===== config.mk =====
export PLATFORM = sky130hd
export DESIGN_NAME = rhci_interp
export DESIGN_NICKNAME = d
export VERILOG_FILES = /design/src/logic/rhci_pkg.sv /design/src/logic/rhci_interp.sv
export SDC_FILE = /design/constraint.sdc
export NUM_CORES = 1
export LEC_CHECK = 0
export ABC_AREA = 1
export BUFFER_PORTS_ARGS = -buffer_cell sky130_fd_sc_hd__buf_2
export CELL_PAD_IN_SITES_DETAIL_PLACEMENT = 0
export CELL_PAD_IN_SITES_GLOBAL_PLACEMENT = 1
export CORE_MARGIN = 3
export CORE_UTILIZATION = 46
export CTS_CLUSTER_DIAMETER = 100
export DETAILED_ROUTE_END_ITERATION = 6
export GPL_TIMING_DRIVEN = 1
export PLACE_DENSITY = 0.91
export SLEW_MARGIN = 20
export SYNTH_ARGS = -nofsm -noshare
export SYNTH_HDL_FRONTEND = slang
export SYNTH_SLANG_ARGS = --single-unit

===== constraint.sdc =====
create_clock -name clk_in -period 9.1 [get_ports clk_in]
set_input_delay 0.455 -clock clk_in [delete_from_list [all_inputs] [get_ports clk_in]]
set_output_delay 0.455 -clock clk_in [all_outputs]
set_load 0.02 [all_outputs]

===== src/logic/rhci_pkg.sv =====
// Constants, types and reply lengths for the reader host command interpreter
// How it works
// - Commands and replies open with hash
// - Carriage return ends an incoming command
// - Every reply ends with CR then LF
// - Variable digits are hex 0-9, A-F
// - Under two characters after hash: error
// - Digits read as group, subgroup, command, setting
// - Setting: one hex, four hex or text
// - Done when handled, otherwise error reply
// - Queries answer identifier, space, value literally
// - Command-mode command enters command mode, done
// - Data-mode command commits parameters, enters data mode
// - Power-fail flag kept and reported 0/1
// - Reader reset or flag reset clears flag
// - Download mode suspends all tag processing; the code still lets tag_ack_in lower the tag count there
// - Program data refused until erase succeeded
// - Leaving download reruns startup, boot sign-on
// - Download: fixed link settings, no echo
// - Startup sends sign-on or boot failure
// - Serial number all zeros means unset
// - Flash checksum failure enters download mode
// - Error-correcting protocol holds three extra tags
// - Basic protocol drops tags when buffer full
package rhci_pkg;
	localparam logic [7:0] CH_SOM = 8'h23;
	localparam logic [7:0] CH_CR = 8'h0d;
	localparam logic [7:0] CH_LF = 8'h0a;
	localparam int CMD_MAX = 8;
	localparam int MSG_BYTES = 32;
	localparam int FIFO_DEPTH = 2;
	localparam int ECP_EXTRA_TAGS = 3;
	localparam logic [3:0] LEN_DONE = 4'h7;
	localparam logic [3:0] LEN_ERROR = 4'h8;
	localparam logic [3:0] LEN_PWR = 4'h9;
	localparam logic [4:0] LEN_SIGNON = 5'h1b;
	localparam logic [4:0] LEN_BOOT = 5'h13;
	localparam logic [3:0] LEN_FAIL = 4'hc;
	// Download-mode and download-entry command letters
	localparam logic [7:0] CH_DL = 8'h44;
	localparam logic [7:0] CH_ERASE = 8'h45;
	localparam logic [7:0] CH_WRITE = 8'h57;
	localparam logic [7:0] CH_EXIT = 8'h58;
	localparam logic [7:0] CH_ENTER_DL = 8'h46;
	localparam logic [31:0] POWER_LOSS_REPLY_TAG = "PFLG";

	typedef enum logic [2:0] {ST_START, ST_IDLE, ST_DECODE, ST_ERASE, ST_SEND, ST_HALT} rhci_st_e;
	typedef enum logic [2:0] {RP_DONE, RP_ERROR, RP_PWR, RP_SIGNON, RP_BOOT, RP_FAIL} rhci_reply_e;

	typedef struct packed {
		logic [3:0] group;
		logic [3:0] subgroup;
		logic [3:0] digit;
		logic [15:0] value;
		logic value_ok;
		logic [39:0] text;
	} rhci_cmd_s;
endpackage


===== src/logic/rhci_interp.sv =====
// Command framing, decoding, replies, download mode and tag buffering
`timescale 1ns/1ns
module rhci_interp #(
	parameter int UNIQ_DEPTH = 4,
	parameter logic [31:0] SW_VERSION = "1.00"
) (
	input wire logic clk_in,
	input wire logic reset_in,
	input wire logic rx_valid_in,
	input wire logic [7:0] rx_data_in,
	output logic rx_ready_out,
	output logic tx_valid_out,
	output logic [7:0] tx_data_out,
	input wire logic tx_ready_in,
	input wire logic echo_en_in,
	input wire logic ecp_mode_in,
	input wire logic boot_ok_in,
	input wire logic flash_ok_in,
	input wire logic [23:0] serial_in,
	input wire logic power_fail_event_in,
	input wire logic erase_done_in,
	input wire logic erase_ok_in,
	input wire logic tag_valid_in,
	input wire logic tag_ack_in,
	output logic command_mode_out,
	output logic download_mode_out,
	output logic fixed_link_out,
	output logic echo_active_out,
	output logic serial_set_out,
	output logic power_fail_out,
	output logic nv_commit_out,
	output logic reader_reset_out,
	output logic erase_start_out,
	output logic prog_write_out,
	output logic [15:0] prog_word_out,
	output logic cmd_valid_out,
	output rhci_pkg::rhci_cmd_s cmd_out,
	output logic tag_enable_out,
	output logic [3:0] tag_count_out,
	output logic tag_drop_out
);
	typedef struct packed {
		rhci_pkg::rhci_st_e st;
		rhci_pkg::rhci_reply_e reply;
		logic [4:0] idx;
		logic [3:0] len;
		logic [rhci_pkg::CMD_MAX-1:0][7:0] cbuf;
		logic in_frame;
		logic ovf;
		logic cmd_mode;
		logic dl_mode;
		logic erased;
		logic pwr_flag;
		logic failed;
		logic [rhci_pkg::FIFO_DEPTH-1:0][7:0] fent;
		logic [1:0] fcnt;
		logic [3:0] tag_cnt;
		logic tag_drop;
		logic nv_commit;
		logic rst_pulse;
		logic erase_start;
		logic prog_wr;
		logic [15:0] prog_word;
		logic cmd_v;
		rhci_pkg::rhci_cmd_s cmd;
	} rhci_state_s;

	rhci_state_s q;
	rhci_state_s d;

	// Bit 4 marks a legal upper-case hex digit
	function automatic logic [4:0] hexv(input logic [7:0] c);
		logic [4:0] r;
		r = 5'h00;
		if (c >= 8'h30 && c <= 8'h39)
		begin
			r = {1'b1, c[3:0]};
		end
		else if (c >= 8'h41 && c <= 8'h46)
		begin
			r = {1'b1, 4'(c[3:0] + 4'h9)};
		end
		return r;
	endfunction

	function automatic logic is2(input logic [7:0] a, input logic [7:0] b,
		input logic [7:0] x, input logic [7:0] y);
		return a == x && b == y;
	endfunction

	logic [8*rhci_pkg::MSG_BYTES-1:0] msg;
	logic [4:0] mlen;
	logic [47:0] sn_ascii;
	logic [3:0] tag_limit;
	logic push_v;
	logic [7:0] push_b;
	logic pop;
	logic echo_on;
	logic [7:0] c0;
	logic [7:0] c1;
	logic [7:0] c2;
	logic [7:0] c3;
	logic [4:0] h0;
	logic [4:0] h1;
	logic [4:0] h2;
	logic [4:0] h3;
	logic [4:0] h4;
	logic [4:0] h5;
	logic [4:0] h6;

	always_comb
	begin
		for (int i = 0; i < 6; i++)
		begin
			sn_ascii[8*i +: 8] = {4'h3, serial_in[4*i +: 4]};
		end
		msg = '0;
		mlen = 5'(rhci_pkg::LEN_ERROR);
		case (q.reply)
			rhci_pkg::RP_DONE:
			begin
				msg = 256'({"#Done", rhci_pkg::CH_CR, rhci_pkg::CH_LF});
				mlen = 5'(rhci_pkg::LEN_DONE);
			end
			rhci_pkg::RP_PWR:
			begin
				msg = 256'({rhci_pkg::CH_SOM, rhci_pkg::POWER_LOSS_REPLY_TAG, 8'h20,
					7'h18, q.pwr_flag, rhci_pkg::CH_CR, rhci_pkg::CH_LF});
				mlen = 5'(rhci_pkg::LEN_PWR);
			end
			rhci_pkg::RP_SIGNON:
			begin
				msg = 256'({"#Reader Ver ", SW_VERSION, " SN", sn_ascii,
					rhci_pkg::CH_CR, rhci_pkg::CH_LF});
				mlen = rhci_pkg::LEN_SIGNON;
			end
			rhci_pkg::RP_BOOT:
			begin
				msg = 256'({"#Reader Ver 0.00x", rhci_pkg::CH_CR, rhci_pkg::CH_LF});
				mlen = rhci_pkg::LEN_BOOT;
			end
			rhci_pkg::RP_FAIL:
			begin
				msg = 256'({"#Boot Fail", rhci_pkg::CH_CR, rhci_pkg::CH_LF});
				mlen = 5'(rhci_pkg::LEN_FAIL);
			end
			default:
			begin
				msg = 256'({"#Error", rhci_pkg::CH_CR, rhci_pkg::CH_LF});
				mlen = 5'(rhci_pkg::LEN_ERROR);
			end
		endcase
	end

	always_comb
	begin
		d = q;
		d.nv_commit = 1'b0;
		d.rst_pulse = 1'b0;
		d.erase_start = 1'b0;
		d.prog_wr = 1'b0;
		d.cmd_v = 1'b0;
		d.tag_drop = 1'b0;
		push_v = 1'b0;
		push_b = q.fent[0];
		c0 = q.cbuf[0];
		c1 = q.cbuf[1];
		c2 = q.cbuf[2];
		c3 = q.cbuf[3];
		h0 = hexv(c0);
		h1 = hexv(c1);
		h2 = hexv(c2);
		h3 = hexv(c3);
		h4 = hexv(q.cbuf[4]);
		h5 = hexv(q.cbuf[5]);
		h6 = hexv(q.cbuf[6]);
		echo_on = echo_en_in && !q.dl_mode;
		rx_ready_out = q.st == rhci_pkg::ST_IDLE && (!echo_on || q.fcnt < 2'd2);

		case (q.st)
			rhci_pkg::ST_START:
			begin
				d.idx = 5'h00;
				d.erased = 1'b0;
				d.cmd_mode = 1'b0;
				d.st = rhci_pkg::ST_SEND;
				if (!boot_ok_in)
				begin
					d.reply = rhci_pkg::RP_FAIL;
					d.failed = 1'b1;
				end
				else if (flash_ok_in)
				begin
					d.reply = rhci_pkg::RP_SIGNON;
					d.dl_mode = 1'b0;
				end
				else
				begin
					d.reply = rhci_pkg::RP_BOOT;
					d.dl_mode = 1'b1;
				end
			end
			rhci_pkg::ST_IDLE:
			begin
				if (rx_valid_in && rx_ready_out)
				begin
					if (echo_on)
					begin
						push_v = 1'b1;
						push_b = rx_data_in;
					end
					if (rx_data_in == rhci_pkg::CH_SOM)
					begin
						d.in_frame = 1'b1;
						d.len = 4'h0;
						d.ovf = 1'b0;
						d.cbuf = '0;
					end
					else if (q.in_frame && rx_data_in == rhci_pkg::CH_CR)
					begin
						d.in_frame = 1'b0;
						d.st = rhci_pkg::ST_DECODE;
					end
					else if (q.in_frame)
					begin
						if (q.len < 4'(rhci_pkg::CMD_MAX))
						begin
							d.cbuf[q.len[2:0]] = rx_data_in;
							d.len = q.len + 4'h1;
						end
						else
						begin
							d.ovf = 1'b1;
						end
					end
				end
			end
			rhci_pkg::ST_DECODE:
			begin
				d.idx = 5'h00;
				d.st = rhci_pkg::ST_SEND;
				d.reply = rhci_pkg::RP_ERROR;
				if (q.ovf || q.len < 4'h2)
				begin
					d.reply = rhci_pkg::RP_ERROR;
				end
				else if (q.dl_mode)
				begin
					if (c0 != rhci_pkg::CH_DL)
					begin
						d.reply = rhci_pkg::RP_ERROR;
					end
					else if (c1 == rhci_pkg::CH_ERASE && q.len == 4'h2)
					begin
						d.erase_start = 1'b1;
						d.erased = 1'b0;
						d.st = rhci_pkg::ST_ERASE;
					end
					else if (c1 == rhci_pkg::CH_WRITE && q.len == 4'h6
						&& h2[4] && h3[4] && h4[4] && h5[4])
					begin
						if (q.erased)
						begin
							d.prog_wr = 1'b1;
							d.prog_word = {h2[3:0], h3[3:0], h4[3:0], h5[3:0]};
							d.reply = rhci_pkg::RP_DONE;
						end
						else
						begin
							d.reply = rhci_pkg::RP_ERROR;
						end
					end
					else if (c1 == rhci_pkg::CH_EXIT && q.len == 4'h2)
					begin
						d.st = rhci_pkg::ST_START;
					end
				end
				else if (q.len == 4'h2 && is2(c0, c1, "0", "0"))
				begin
					d.cmd_mode = 1'b0;
					d.nv_commit = 1'b1;
					d.reply = rhci_pkg::RP_DONE;
				end
				else if (q.len == 4'h2 && is2(c0, c1, "0", "1"))
				begin
					d.cmd_mode = 1'b1;
					d.reply = rhci_pkg::RP_DONE;
				end
				else if (!q.cmd_mode)
				begin
					d.reply = rhci_pkg::RP_ERROR;
				end
				else if (q.len == 4'h3 && is2(c0, c1, "5", "2") && c2 == "0")
				begin
					d.reply = rhci_pkg::RP_PWR;
				end
				else if (q.len == 4'h3 && is2(c0, c1, "5", "0") && c2 == "5")
				begin
					d.reply = rhci_pkg::RP_SIGNON;
				end
				else if (q.len == 4'h2 && is2(c0, c1, "6", "3"))
				begin
					d.rst_pulse = 1'b1;
					d.reply = rhci_pkg::RP_DONE;
				end
				else if (q.len == 4'h2 && is2(c0, c1, "6", "5"))
				begin
					d.reply = rhci_pkg::RP_DONE;
				end
				else if (q.len == 4'h2 && is2(c0, c1, "6", rhci_pkg::CH_ENTER_DL))
				begin
					d.dl_mode = 1'b1;
					d.erased = 1'b0;
					d.reply = rhci_pkg::RP_DONE;
				end
				else if (q.len >= 4'h4 && h0[4] && h1[4] && h2[4])
				begin
					d.cmd_v = 1'b1;
					d.cmd.group = h0[3:0];
					d.cmd.subgroup = h1[3:0];
					d.cmd.digit = h2[3:0];
					d.cmd.text = {c3, q.cbuf[4], q.cbuf[5], q.cbuf[6], q.cbuf[7]};
					d.cmd.value_ok = 1'b0;
					d.cmd.value = 16'h0000;
					if (q.len == 4'h4 && h3[4])
					begin
						d.cmd.value = {12'h000, h3[3:0]};
						d.cmd.value_ok = 1'b1;
					end
					else if (q.len == 4'h7 && h3[4] && h4[4] && h5[4] && h6[4])
					begin
						d.cmd.value = {h3[3:0], h4[3:0], h5[3:0], h6[3:0]};
						d.cmd.value_ok = 1'b1;
					end
					d.reply = rhci_pkg::RP_DONE;
				end
			end
			rhci_pkg::ST_ERASE:
			begin
				// Erase takes seconds; the host waits for the reply
				if (erase_done_in)
				begin
					d.erased = erase_ok_in;
					d.reply = erase_ok_in ? rhci_pkg::RP_DONE : rhci_pkg::RP_ERROR;
					d.idx = 5'h00;
					d.st = rhci_pkg::ST_SEND;
				end
			end
			rhci_pkg::ST_SEND:
			begin
				if (q.fcnt < 2'd2)
				begin
					push_v = 1'b1;
					push_b = msg[8*(5'(mlen - 5'h1 - q.idx)) +: 8];
					d.idx = q.idx + 5'h1;
					if (q.idx == mlen - 5'h1)
					begin
						d.st = q.failed ? rhci_pkg::ST_HALT : rhci_pkg::ST_IDLE;
					end
				end
			end
			rhci_pkg::ST_HALT:
			begin
				d.st = rhci_pkg::ST_HALT;
			end
			default:
			begin
				d.st = rhci_pkg::ST_START;
			end
		endcase

		// Flag clears lose to a power-fail event in the same cycle
		if (d.rst_pulse || (q.st == rhci_pkg::ST_DECODE && d.reply == rhci_pkg::RP_DONE
			&& !q.dl_mode && q.len == 4'h2 && is2(c0, c1, "6", "5")))
		begin
			d.pwr_flag = 1'b0;
		end
		if (power_fail_event_in)
		begin
			d.pwr_flag = 1'b1;
		end

		// Two-entry transmit buffer, head at entry 0
		pop = q.fcnt != 2'd0 && tx_ready_in;
		if (pop)
		begin
			d.fent[0] = q.fent[1];
		end
		if (push_v)
		begin
			d.fent[pop ? 1'(q.fcnt - 2'd1) : 1'(q.fcnt)] = push_b;
		end
		d.fcnt = q.fcnt + 2'(push_v) - 2'(pop);

		// Tag occupancy; entries freed as the host takes them
		tag_limit = ecp_mode_in && !q.dl_mode ? 4'(1 + rhci_pkg::ECP_EXTRA_TAGS)
			: 4'(UNIQ_DEPTH);
		if (tag_ack_in && q.tag_cnt != 4'h0)
		begin
			d.tag_cnt = q.tag_cnt - 4'h1;
		end
		if (tag_valid_in && !q.dl_mode)
		begin
			if (d.tag_cnt < tag_limit)
			begin
				d.tag_cnt = d.tag_cnt + 4'h1;
			end
			else
			begin
				d.tag_drop = 1'b1;
			end
		end
	end

	always_ff @(posedge clk_in or posedge reset_in)
	begin
		if (reset_in)
		begin
			q <= '0;
		end
		else
		begin
			q <= d;
		end
	end

	assign tx_valid_out = q.fcnt != 2'd0;
	assign tx_data_out = q.fent[0];
	assign command_mode_out = q.cmd_mode;
	assign download_mode_out = q.dl_mode;
	assign fixed_link_out = q.dl_mode;
	assign echo_active_out = echo_en_in && !q.dl_mode;
	assign serial_set_out = serial_in != 24'h000000;
	assign power_fail_out = q.pwr_flag;
	assign nv_commit_out = q.nv_commit;
	assign reader_reset_out = q.rst_pulse;
	assign erase_start_out = q.erase_start;
	assign prog_write_out = q.prog_wr;
	assign prog_word_out = q.prog_word;
	assign cmd_valid_out = q.cmd_v;
	assign cmd_out = q.cmd;
	assign tag_enable_out = !q.dl_mode;
	assign tag_count_out = q.tag_cnt;
	assign tag_drop_out = q.tag_drop;
endmodule


==> summary.md, run 1 <==
| Metric | Value |
|---|---|
| Finished Layout Cells | `2,052` |
| Post-synthesis cell area | `roughly 12,000 um^2` |
| Endpoints failing setup | `0` |
| Post-DP Area | `12,680 um^2` |
| Most frequent cell after synthesis | `nand2_1` |
| Antenna viol nets, final | `0` |
| Final hold vios | `0` |
| Initial antenna violation count | `0` |
| Tot GR Track Use | `~23%` |
| Leading cell types by count after synthesis | `nand2_1, dfrtp_1, inv_1, o21ai_0` |
| Total Power | `4.228 mW` |
| CP max FO | `14` |
| CP required | `9.44 ns` |
| Period utilization | `approximately 48%` |
| DP Worst Slack | `4.727 ns` |
| Clock slew at reported path FFs | `around 0.080 ns` |
| Worst-skew pair later-pin latency | `between 0.4 and 0.5 ns` |
| Nature of the critical path endpoint | `flop` |
| Crit path capture | `tx_data_out[2]` |
| RSZ-0062 raised after global routing | `no` |
| Vias | `10,880` |
| Post-synth top flop | `dfrtp_1` |
| Post-synth ARST share | `100.0%` |
| R2R cell count | `20` |
| Post-synth top area share | `between 40% and 50%` |
| FP Rows | `between 50 and 60` |
| RR Startpoint | `q[194]` |
| Hold_buf cts | `0` |
| R2r endpoint | `tx_data_out[2]` |
| Total die area | `between 20,000 and 30,000 um^2` |
| Synth area leaders | `dfrtp_1, nand2_1, o21ai_0` |
| CTS Root Cell | `clkbuf_16` |
| CTS tree | `done` |
| Layout cells sized above 1 | `around 15%` |
| Clock Tree Buf Depth | `2` |
| Flop2flop setup slack | `about 4.7 ns` |
| Global-route wire length before repair | `about 54,000 um` |
| Kind of critical path | `flop to flop` |
| Die Y | `169.9 um` |
| Ant. Diodes | `0` |
| Mean post-synth cell area | `7.472 um^2` |
| Hpwl dp | `24,310 um` |
| Postcts setup bufs | `0` |
| Worst Path Arrival | `roughly 4.7 ns` |
| P&R area growth vs syn | `7.532%` |
| Worst setup path start | `q[194]` |
| MaxCap Viol Count | `0` |
| Headroom to the max-slew limit | `34.62%` |
| Post-layout worst setup margin | `between 4 and 5 ns` |
| Initial Util | `between 40% and 50%` |
| Sink Count | `roughly 200` |
| Peak supply drop | `about 0.42 mV` |
| GPL Wtd Cong | `roughly 0.9` |
| Worst Hold Class | `input port to async pin` |
| DRT Pass-1 Iters | `5` |
| Die width | `approximately 170 um` |
| Grt total ovfl | `0` |
| Minimum clock period | `4.397 ns` |
| Syn Nets | `1,740` |
| Slew Limit Fails | `0` |
| DR iter-0 viols | `between 1,000 and 1,500` |
| TritonCTS buffer count | `17` |
| WL/cell | `roughly 16 um` |
| Final Instance Area | `roughly 13,000 um^2` |
| Leak Pwr | `6.899 nW` |
| CTS resizes | `0` |
| Post-synth EDFFs | `0` |
| Synth Instances | `1,654` |
| Placed Cells | `2,020` |
| Largest net degree at the start of global routing | `about 130` |
| Yosys cell types | `60` |
| Least-Margin Pin Slew | `0.9796 ns` |
| DRC viols | `0` |
| Setup Skew | `~0.017 ns` |
| Total negative setup slack | `0 ns` |
| PD cells | `between 300 and 400 nW/um^2` |
| Register area share after synthesis | `between 40 and 50%` |
| Boundary Pins | `about 160` |
| #FFs+latches synth | `199` |
| Core area | `approximately 26,000 um^2` |
| Avg Vias per Cell | `about 5.3` |
| H-tree depth | `4` |
| Final Routed Wirelength | `33,160 um` |
| Startpoint Class | `flop` |
| Warnings, synthesis | `0` |
| Largest area contributor in the netlist | `dfrtp_1` |
| Port Buf Inserts | `155` |
| Fmax | `between 200 and 250 MHz` |
| Post-layout net count | `1,790` |
| Number of global-route vias before repair | `10,120` |
| Status | `finished clean` |
==> stage by stage <==
stage	utilization, %	hold slack [ns]
detailed placement	48.38	0.4615
global placement	48.38	0.4537
floorplan	-	0.4389
finish	50.71	0.1956
CTS	50.71	0.1847
global route	50.71	0.2032
==> final cells by class <==
type	instances	area, um^2
multi-input combinational	1109	5645
tap	335	419.2
clock inverter	14	172.7
inverter	218	828.3
clock buffer	18	439.2
fill	2554	12920
timing repair buffer	159	805.8
sequential	199	4980
==> power breakdown <==
part / switching (mW) / internal, mW
sequential: 0.0909 / 0.962
clock: 0.404 / 0.381
combinational: 1.66 / 0.736
==> logic make-up (layout without fill, tap and decap cells) <==
logic type | Yosys count | after routing | synth area share (%)
adder cells (fa/ha/maj) | 41 | 41 | 4.211
multiplexers | 2 | 2 | 0.1721
XOR/XNOR | 11 | 11 | 0.9009
buffers and inverters | 346 | 409 | 14.07
AO/OA/AOI/OAI | 313 | 313 | 14.15
flip-flops | 199 | 199 | 40.29
AND/OR/NAND/NOR | 742 | 742 | 26.20
==> worst max-delay path, stage by stage, from the launching register on <==
cell	delay, ns
dfrtp_1	0.45
inv_2	0.11
ha_1	0.46
inv_1	0.25
nand2_1	0.15
inv_1	0.15
nor3_1	0.09
fa_1	0.84
inv_1	0.38
nor2_1	0.44
inv_1	0.16
nor2_1	0.12
nor2_1	0.05
nand3_1	0.08
nand2_1	0.06
nor2_1	0.08
nor2_1	0.04
nand2_1	0.08
nand3_1	0.11
o21ai_1	0.13
inv_1	0.05
==> state kept, by name (all words and copies together), names as in the netlist, 4 cells and up <==
signal and count:
q 61, tx_data_out 8, prog_word_out 16, c3 8, c1 8, c0 8, cmd_out 69, tag_count_out 4
c2 8
==> layer usage <==
| metal | vias to the layer above | track usage [%] | part of all wire (%) |
|---|---|---|---|
| li1 | 5383 | - | - |
| met1 | 5120 | 33.87 | 47 |
| met2 | 339 | 36.69 | 46 |
| met3 | 38 | 2.857 | 5.8 |
| met4 | 0 | 5.220 | 1.2 |
| met5 | - | 0 | 0 |
==> how the worst min path moves through the flow <==
stage	slack [ns]	to	cells after the start	startpoint
final	0.20	tag_count_out[0]	2	reset_in
after global routing	0.20	power_fail_out	3	power_fail_event_in
after CTS	0.18	power_fail_out	3	power_fail_event_in
after detailed placement	0.46	cmd_out[3]	2	cmd_out[3]
after global placement	0.45	cmd_out[5]	2	q[181]
after floorplan	0.44	q[113]	1	q[113]
==> cell usage in the layout (no fill, tap or decap), drive strengths merged, types with 9 or more instances in the layout <==
cell type  instances
clkinv             9
nor2             116
nand3             86
nand2            471
clkbuf            18
o21ai            195
a21oi             46
nor3              23
nand4             18
dfrtp            199
inv              221
o211ai            14
buf              159
o22ai             22
o31ai             14
nor4              13
ha                40
Note: power is estimated with default switching activity, not from simulation.
==> run 2: changes to the inputs <==
--- a/config.mk
+++ b/config.mk
@@ -10,11 +10,11 @@
 export CELL_PAD_IN_SITES_DETAIL_PLACEMENT = 0
 export CELL_PAD_IN_SITES_GLOBAL_PLACEMENT = 1
 export CORE_MARGIN = 3
-export CORE_UTILIZATION = 46
+export CORE_UTILIZATION = 39
 export CTS_CLUSTER_DIAMETER = 100
 export DETAILED_ROUTE_END_ITERATION = 6
 export GPL_TIMING_DRIVEN = 1
-export PLACE_DENSITY = 0.91
+export PLACE_DENSITY = 0.82
 export SLEW_MARGIN = 20
 export SYNTH_ARGS = -nofsm -noshare
 export SYNTH_HDL_FRONTEND = slang
==> constraint.sdc (replaced) <==
create_clock -name clk_in -period 3.95 [get_ports clk_in]
set_input_delay 0.1975 -clock clk_in [delete_from_list [all_inputs] [get_ports clk_in]]
set_output_delay 0.1975 -clock clk_in [all_outputs]
set_load 0.02 [all_outputs]
==> summary.md, run 2 (synthesis results as in run 1) <==
| Metric | Value |
|---|---|
| Minimum clock period | `3.587 ns (was 4.397 ns)` |
| Total negative setup slack | `0 ns (unchanged)` |
| Hold worst-path end | `q[115]` |
| Core area | `30,910 um^2 (was 26,210 um^2)` |
| Filler instances | `3,215 (was 2,554)` |
| Most frequent cells in the layout | `nand2_1, dfrtp_1, inv_1 (unchanged)` |
| Peak supply drop | `0.5814 mV (was 0.4156 mV)` |
| RSZ-0062 raised after global routing | `no (unchanged)` |
| Tot GR Track Use | `20.55% (was 23.06%)` |
| TritonCTS buffer count | `17 (unchanged)` |
| Antenna viol nets, final | `0 (unchanged)` |
| Period utilization | `90.81% (was 48.32%)` |
| Postcts setup bufs | `0 (unchanged)` |
| Sink Count | `199 (unchanged)` |
| Global-route wire length before repair | `55,860 um (was 53,690 um)` |
| Ant. Diodes | `0 (unchanged)` |
| CP max FO | `7 (was 14)` |
| Post-layout net count | `1,814 (was 1,790)` |
| Storage cell area | `4980 um^2 (unchanged)` |
| Most common cell after layout, fill and taps aside | `nand2_1 (unchanged)` |
| Post-layout worst setup margin | `0.3628 ns (was 4.703 ns)` |
| Status | `finished clean (unchanged)` |
| Nature of the critical path endpoint | `flop (unchanged)` |
| Fmax | `278.8 MHz (was 227.4 MHz)` |
| R2R cell count | `21 (was 20)` |
| Total die area | `33,860 um^2 (was 28,870 um^2)` |
| Grt total ovfl | `0 (unchanged)` |
| WL/cell | `16.10 um (was 16.16 um)` |
| Setup Skew | `0.02343 ns (was 0.01701 ns)` |
| Hold Crit Start | `erase_ok_in` |
| Headroom to the max-slew limit | `37.32% (was 34.62%)` |
| Area occupied by multi-input gates | `5645 um^2 (unchanged)` |
| Die Y | `184.0 um (was 169.9 um)` |
| Clock slew at reported path FFs | `0.09 ns (was 0.08 ns)` |
| Flop2flop setup slack | `0.36 ns (was 4.70 ns)` |
| Port Buf Inserts | `155 (unchanged)` |
| Final Routed Wirelength | `34,410 um (was 33,160 um)` |
| P&R area growth vs syn | `9.830% (was 7.532%)` |
| Endpoints failing setup | `0 (unchanged)` |
| Boundary Pins | `157 (unchanged)` |
| DRC viols | `0 (unchanged)` |
| RR Startpoint | `q[194] (unchanged)` |
| Final core utilization | `43.92% (was 50.71%)` |
| Number of global-route vias before repair | `10,630 (was 10,120)` |
| Initial Util | `39.99% (was 47.16%)` |
| H-tree depth | `4 (unchanged)` |
| Worst Hold Class | `input port to flop (was input port to async pin)` |
| Initial antenna violation count | `0 (unchanged)` |
| GPL Wtd Cong | `0.9210 (was 0.9175)` |
| Slew Limit Fails | `0 (unchanged)` |
| Leak Pwr | `7.020 nW (was 6.899 nW)` |
| PD cells | `755.5 nW/um^2 (was 318.1 nW/um^2)` |
| FP Rows | `64 (was 59)` |
| Layout cells sized above 1 | `16.43% (was 15.43%)` |
| DP Worst Slack | `0.3973 ns (was 4.727 ns)` |
| Clock Tree Buf Depth | `2 (unchanged)` |
| Worst Hold Margin | `0.03053 ns (was 0.1956 ns)` |
| DR iter-0 viols | `845 (was 1,064)` |
| Largest net degree at the start of global routing | `80 (was 131)` |
| R2r endpoint | `q[105] (was tx_data_out[2])` |
| Vias | `10,910 (was 10,880)` |
| MaxCap Viol Count | `0 (unchanged)` |
| CTS tree | `done (unchanged)` |
| Die width | `184.0 um (was 169.9 um)` |
| Hold_buf cts | `3 (was 0)` |
| Final hold vios | `0 (unchanged)` |
| CTS resizes | `0 (unchanged)` |
| Hpwl dp | `26,360 um (was 24,310 um)` |
| Avg Vias per Cell | `5.106 (was 5.302)` |
| Worst Path Arrival | `3.93 ns (was 4.74 ns)` |
| DRT Pass-1 Iters | `5 (unchanged)` |
| Max reg flops | `69 (unchanged)` |
| Least-Margin Pin Slew | `0.9392 ns (was 0.9796 ns)` |
| Startpoint Class | `flop (unchanged)` |
| CTS Root Cell | `clkbuf_16 (unchanged)` |
| Hold Crit Depth | `3` |
| Kind of critical path | `flop to flop (unchanged)` |
| CP required | `4.30 ns (was 9.44 ns)` |
| Worst-skew pair later-pin latency | `0.46 ns (was 0.45 ns)` |
[run 2: cell types whose count changed in the layout (fill, tap and decap cells not counted)]
cell	previous run	this run
buf_4	4	23
dlygate4sd3_1	0	3
buf_12	0	2
clkbuf_8	1	0
clkinv_8	5	4
inv_12	1	2
inv_6	2	3
[run 2: final cells by class]
cell class,count,area share [%]
multi-input cells,1109,41.59
flip-flops and latches,199,36.69
repair buffers,183,7.503
inverters,218,6.074
well taps,396,3.650
clock buffers,17,3.134
clock inverters,15,1.364
[run 2: metal layers]
metal,up-vias,track usage (%),wire length [um]
met1,5192,28.79,16330
met5,-,0,0
met3,30,3.364,1653
met4,0,4.385,429
met2,258,33.69,16000
li1,5431,-,-
[run 2: where the power goes]
group          switching, mW  total (mW)  internal, mW
Combinational           3.98        6.03          2.05
Clock                  0.921        1.79         0.869
Sequential             0.222        2.44          2.22
[run 2: critical path, cell delays in order, from the launching register on]
cell and delay [ns]:
dfrtp_1 0.46, inv_2 0.16, nor2_4 0.06, nand2_2 0.18
nand2_1 0.14, nand2_1 0.16, inv_1 0.11, nor3_1 0.31
fa_1 0.61, inv_1 0.13, buf_4 0.14, nand2_1 0.08
o21ai_0 0.19, nand2_1 0.08, a21oi_1 0.13, nand2_1 0.10
nand2_1 0.10, nand2_1 0.07, nand3_1 0.09, nand3_1 0.08
nand2_1 0.05, o21ai_0 0.07
[run 2: worst max-delay path by stage]
stage,start,end,slack (ns),cells after the start
after global placement,q[194],q[105],0.43,21
final,q[194],q[105],0.36,21
after floorplan,q[194],tx_data_out[2],0.72,20
after CTS,q[194],q[105],0.38,21
after global routing,q[194],q[105],0.04,19
after detailed placement,q[194],q[105],0.40,21
[run 2: through the flow]
stage | instance area [um^2] | power [mW] | cells
2_1_floorplan | 12360 | 6.476 | 1654
3_3_place_gp | 12930 | 8.513 | 2102
3_5_place_dp | 12930 | 8.427 | 2102
4_1_cts | 13570 | 10.25 | 2137
5_1_grt | 13570 | 11.09 | 2137
6_report | 13570 | 10.26 | 2137
==> run 3: changes to the inputs <==
--- a/config.mk
+++ b/config.mk
@@ -10,11 +10,11 @@
 export CELL_PAD_IN_SITES_DETAIL_PLACEMENT = 0
 export CELL_PAD_IN_SITES_GLOBAL_PLACEMENT = 1
 export CORE_MARGIN = 3
-export CORE_UTILIZATION = 39
+export CORE_UTILIZATION = 46
 export CTS_CLUSTER_DIAMETER = 100
 export DETAILED_ROUTE_END_ITERATION = 6
 export GPL_TIMING_DRIVEN = 1
-export PLACE_DENSITY = 0.82
+export PLACE_DENSITY = 0.91
 export SLEW_MARGIN = 20
 export SYNTH_ARGS = -nofsm -noshare
 export SYNTH_HDL_FRONTEND = slang
==> constraint.sdc (replaced) <==
create_clock -name clk_in -period 4.6 [get_ports clk_in]
set_input_delay 0.23 -clock clk_in [delete_from_list [all_inputs] [get_ports clk_in]]
set_output_delay 0.23 -clock clk_in [all_outputs]
set_load 0.02 [all_outputs]
==> summary.md, run 3 (synthesis results as in run 1) <==
| Metric | Value |
|---|---|
| Status | `finished, violations left (was finished clean)` |
| Failing checks | `negative hold slack` |
| Number of global-route vias before repair | `10,360 (was 10,630)` |
| Max reg flops | `69 (unchanged)` |
| Final hold vios | `23 (was 0)` |
| H-tree depth | `4 (unchanged)` |
| CTS resizes | `0 (unchanged)` |
| Clock slew at reported path FFs | `0.09 ns (about the same)` |
| Slew Limit Fails | `0 (unchanged)` |
| Initial Util | `47.16% (was 39.99%)` |
| Tot GR Track Use | `23.09% (was 20.55%)` |
| Least-Margin Pin Slew | `0.9668 ns (was 0.9392 ns)` |
| Clock Tree Buf Depth | `2 (unchanged)` |
| PD cells | `643.1 nW/um^2 (was 755.5 nW/um^2)` |
| P&R area growth vs syn | `8.484% (was 9.830%)` |
| Worst Path Arrival | `3.89 ns (was 3.93 ns)` |
| WL/cell | `16.15 um (was 16.10 um)` |
| Crit path cell chain | `inv_2 -> ha_1 -> inv_1 -> nand2_1 -> inv_1 -> nor3_1 -> fa_1 -> inv_1 -> buf_4 -> nor2_1 -> buf_4 -> nand2_1 -> o221ai_1 -> nand2_1 -> nor2_1 -> nand2_1 -> nand3_1 -> o21ai_1 -> inv_1 (was inv_2 -> nor2_4 -> nand2_2 -> nand2_1 -> nand2_1 -> inv_1 -> nor3_1 -> fa_1 -> inv_1 -> buf_4 -> nand2_1 -> o21ai_0 -> nand2_1 -> a21oi_1 -> nand2_1 -> nand2_1 -> nand2_1 -> nand3_1 -> nand3_1 -> nand2_1 -> o21ai_0)` |
| Headroom to the max-slew limit | `35.55% (was 37.32%)` |
| Leak Pwr | `6.965 nW (was 7.020 nW)` |
| Port Buf Inserts | `155 (unchanged)` |
| Worst path slowest cell | `fa_1 (unchanged)` |
| Vias | `10,910 (about the same)` |
| Startpoint Class | `flop (unchanged)` |
| Worst Hold Class | `input port to async pin (was input port to flop)` |
| Post-DP Area | `12,750 um^2 (was 12,930 um^2)` |
| Die width | `169.9 um (was 184.0 um)` |
| Die Y | `169.9 um (was 184.0 um)` |
| RSZ-0062 raised after global routing | `no (unchanged)` |
| Period utilization | `77.03% (was 90.81%)` |
| CP max FO | `9 (was 7)` |
| DRT Pass-1 Iters | `5 (unchanged)` |
| Core area | `26,210 um^2 (was 30,910 um^2)` |
| Most common cell after layout, fill and taps aside | `nand2_1 (unchanged)` |
| Post-layout net count | `1,800 (was 1,814)` |
| Largest net degree at the start of global routing | `128 (was 80)` |
| Buffers plus inverters on the worst setup path | `7 (was 4)` |
| Worst-skew pair later-pin latency | `0.44 ns (was 0.46 ns)` |
| Initial antenna violation count | `0 (unchanged)` |
| Setup Skew | `0.01677 ns (was 0.02343 ns)` |
| DR iter-0 viols | `957 (was 845)` |
| Hpwl dp | `24,980 um (was 26,360 um)` |
| Max incr delay on CP | `0.50 ns (was 0.61 ns)` |
| Avg Vias per Cell | `5.293 (was 5.106)` |
| MaxCap Viol Count | `0 (unchanged)` |
| Total die area | `28,870 um^2 (was 33,860 um^2)` |
| Nature of the critical path endpoint | `flop (unchanged)` |
| CP top delay family | `buffers and inverters (was simple AND/OR/NAND/NOR gates)` |
| Boundary Pins | `157 (unchanged)` |
| TritonCTS buffer count | `17 (unchanged)` |
| DRC viols | `0 (unchanged)` |
| CTS Root Cell | `clkbuf_16 (unchanged)` |
| Minimum clock period | `3.543 ns (was 3.587 ns)` |
| Final Routed Wirelength | `33,310 um (was 34,410 um)` |
| GPL Wtd Cong | `0.9241 (was 0.9210)` |
| FP Rows | `59 (was 64)` |
| Final Instance Area | `13,410 um^2 (was 13,570 um^2)` |
| Global-route wire length before repair | `53,950 um (was 55,860 um)` |
| Kind of critical path | `flop to flop (unchanged)` |
| CTS tree | `done (unchanged)` |
| Worst Hold Margin | `-0.007224 ns (was 0.03053 ns)` |
| Antenna viol nets, final | `0 (unchanged)` |
| Sink Count | `199 (unchanged)` |
| Fmax | `282.2 MHz (was 278.8 MHz)` |
| Layout cells sized above 1 | `15.87% (was 16.43%)` |
| Grt total ovfl | `0 (unchanged)` |
| Most frequent cells in the layout | `nand2_1, dfrtp_1, inv_1 (unchanged)` |
| Endpoints failing setup | `0 (unchanged)` |
| CP required | `4.94 ns (was 4.30 ns)` |
| Ant. Diodes | `0 (unchanged)` |
| Total negative setup slack | `0 ns (unchanged)` |
| Peak supply drop | `0.5822 mV (was 0.5814 mV)` |
[run 3: changes by cell type in the layout (fill, tap and decap cells not counted)]
cell,previous run,this run
bufinv_16,0,1
clkinv_8,4,5
buf_12,2,1
inv_12,2,3
inv_8,4,2
clkinvlp_4,2,1
dlygate4sd3_1,3,1
buf_4,23,12
[run 3: cell type report]
| class | count | area, um^2 |
|---|---|---|
| Tap cell | 335 | 419.2 |
| Clock buffer | 17 | 425.4 |
| Timing Repair Buffer | 169 | 895.9 |
| Sequential cell | 199 | 4980 |
| Multi-Input combinational cell | 1109 | 5645 |
| Clock inverter | 15 | 217.7 |
| Fill cell | 2589 | 12800 |
| Inverter | 218 | 824.5 |
[run 3: layer usage]
| layer | up-vias | global-route usage, % | wire length [um] |
|---|---|---|---|
| met3 | 40 | 3.229 | 1572 |
| met1 | 5192 | 32.92 | 15730 |
| li1 | 5381 | - | - |
| met2 | 301 | 37.33 | 15420 |
| met4 | 0 | 5.926 | 578 |
| met5 | - | 0 | 0 |
[run 3: power by group]
group	internal (mW)	total, mW	switching, mW
logic	1.61	4.94	3.33
registers	1.90	2.08	0.179
clock network	0.806	1.60	0.798
total	4.32	8.62	4.31
[run 3: worst paths after layout]
kind / startpoint / endpoint / slack, ns / cells past startpoint
setup / recovery: q[194] / tx_data_out[3] / 1.06 / 19
max in group asynchronous: reset_in / q[152] / 3.81 / 3
min in group clk_in: boot_ok_in / q[113] / 0.02 / 2
hold reg to reg: q[181] / cmd_out[5] / 0.48 / 2
hold / removal: reset_in / q[176] / -0.007 / 3
setup reg to reg: q[194] / tx_data_out[3] / 1.06 / 19
[run 3: repair_timing]
action | CTS | global route
setup buffers | 0 | 0
hold buffers | 1 | 0
endpoints found under the hold margin | 1 | 0
[run 3: stage by stage]
stage	worst slack (ns)	std cells	hold slack (ns)	utilization [%]	power [mW]
floorplan	1.375	1654	0.3274	-	5.561
global placement	1.133	2029	0.4177	48.67	7.018
detailed placement	1.092	2029	0.4356	48.67	6.970
CTS	1.078	2062	0.003242	51.16	8.591
global route	0.6417	2062	0.02774	51.16	9.308
finish	1.057	2062	-0.007224	51.16	8.622
[run 3: tightest hold or removal path, stage by stage]
cell,delay (ns)
buf_2,0.12
clkinvlp_4,0.08
buf_12,0.47
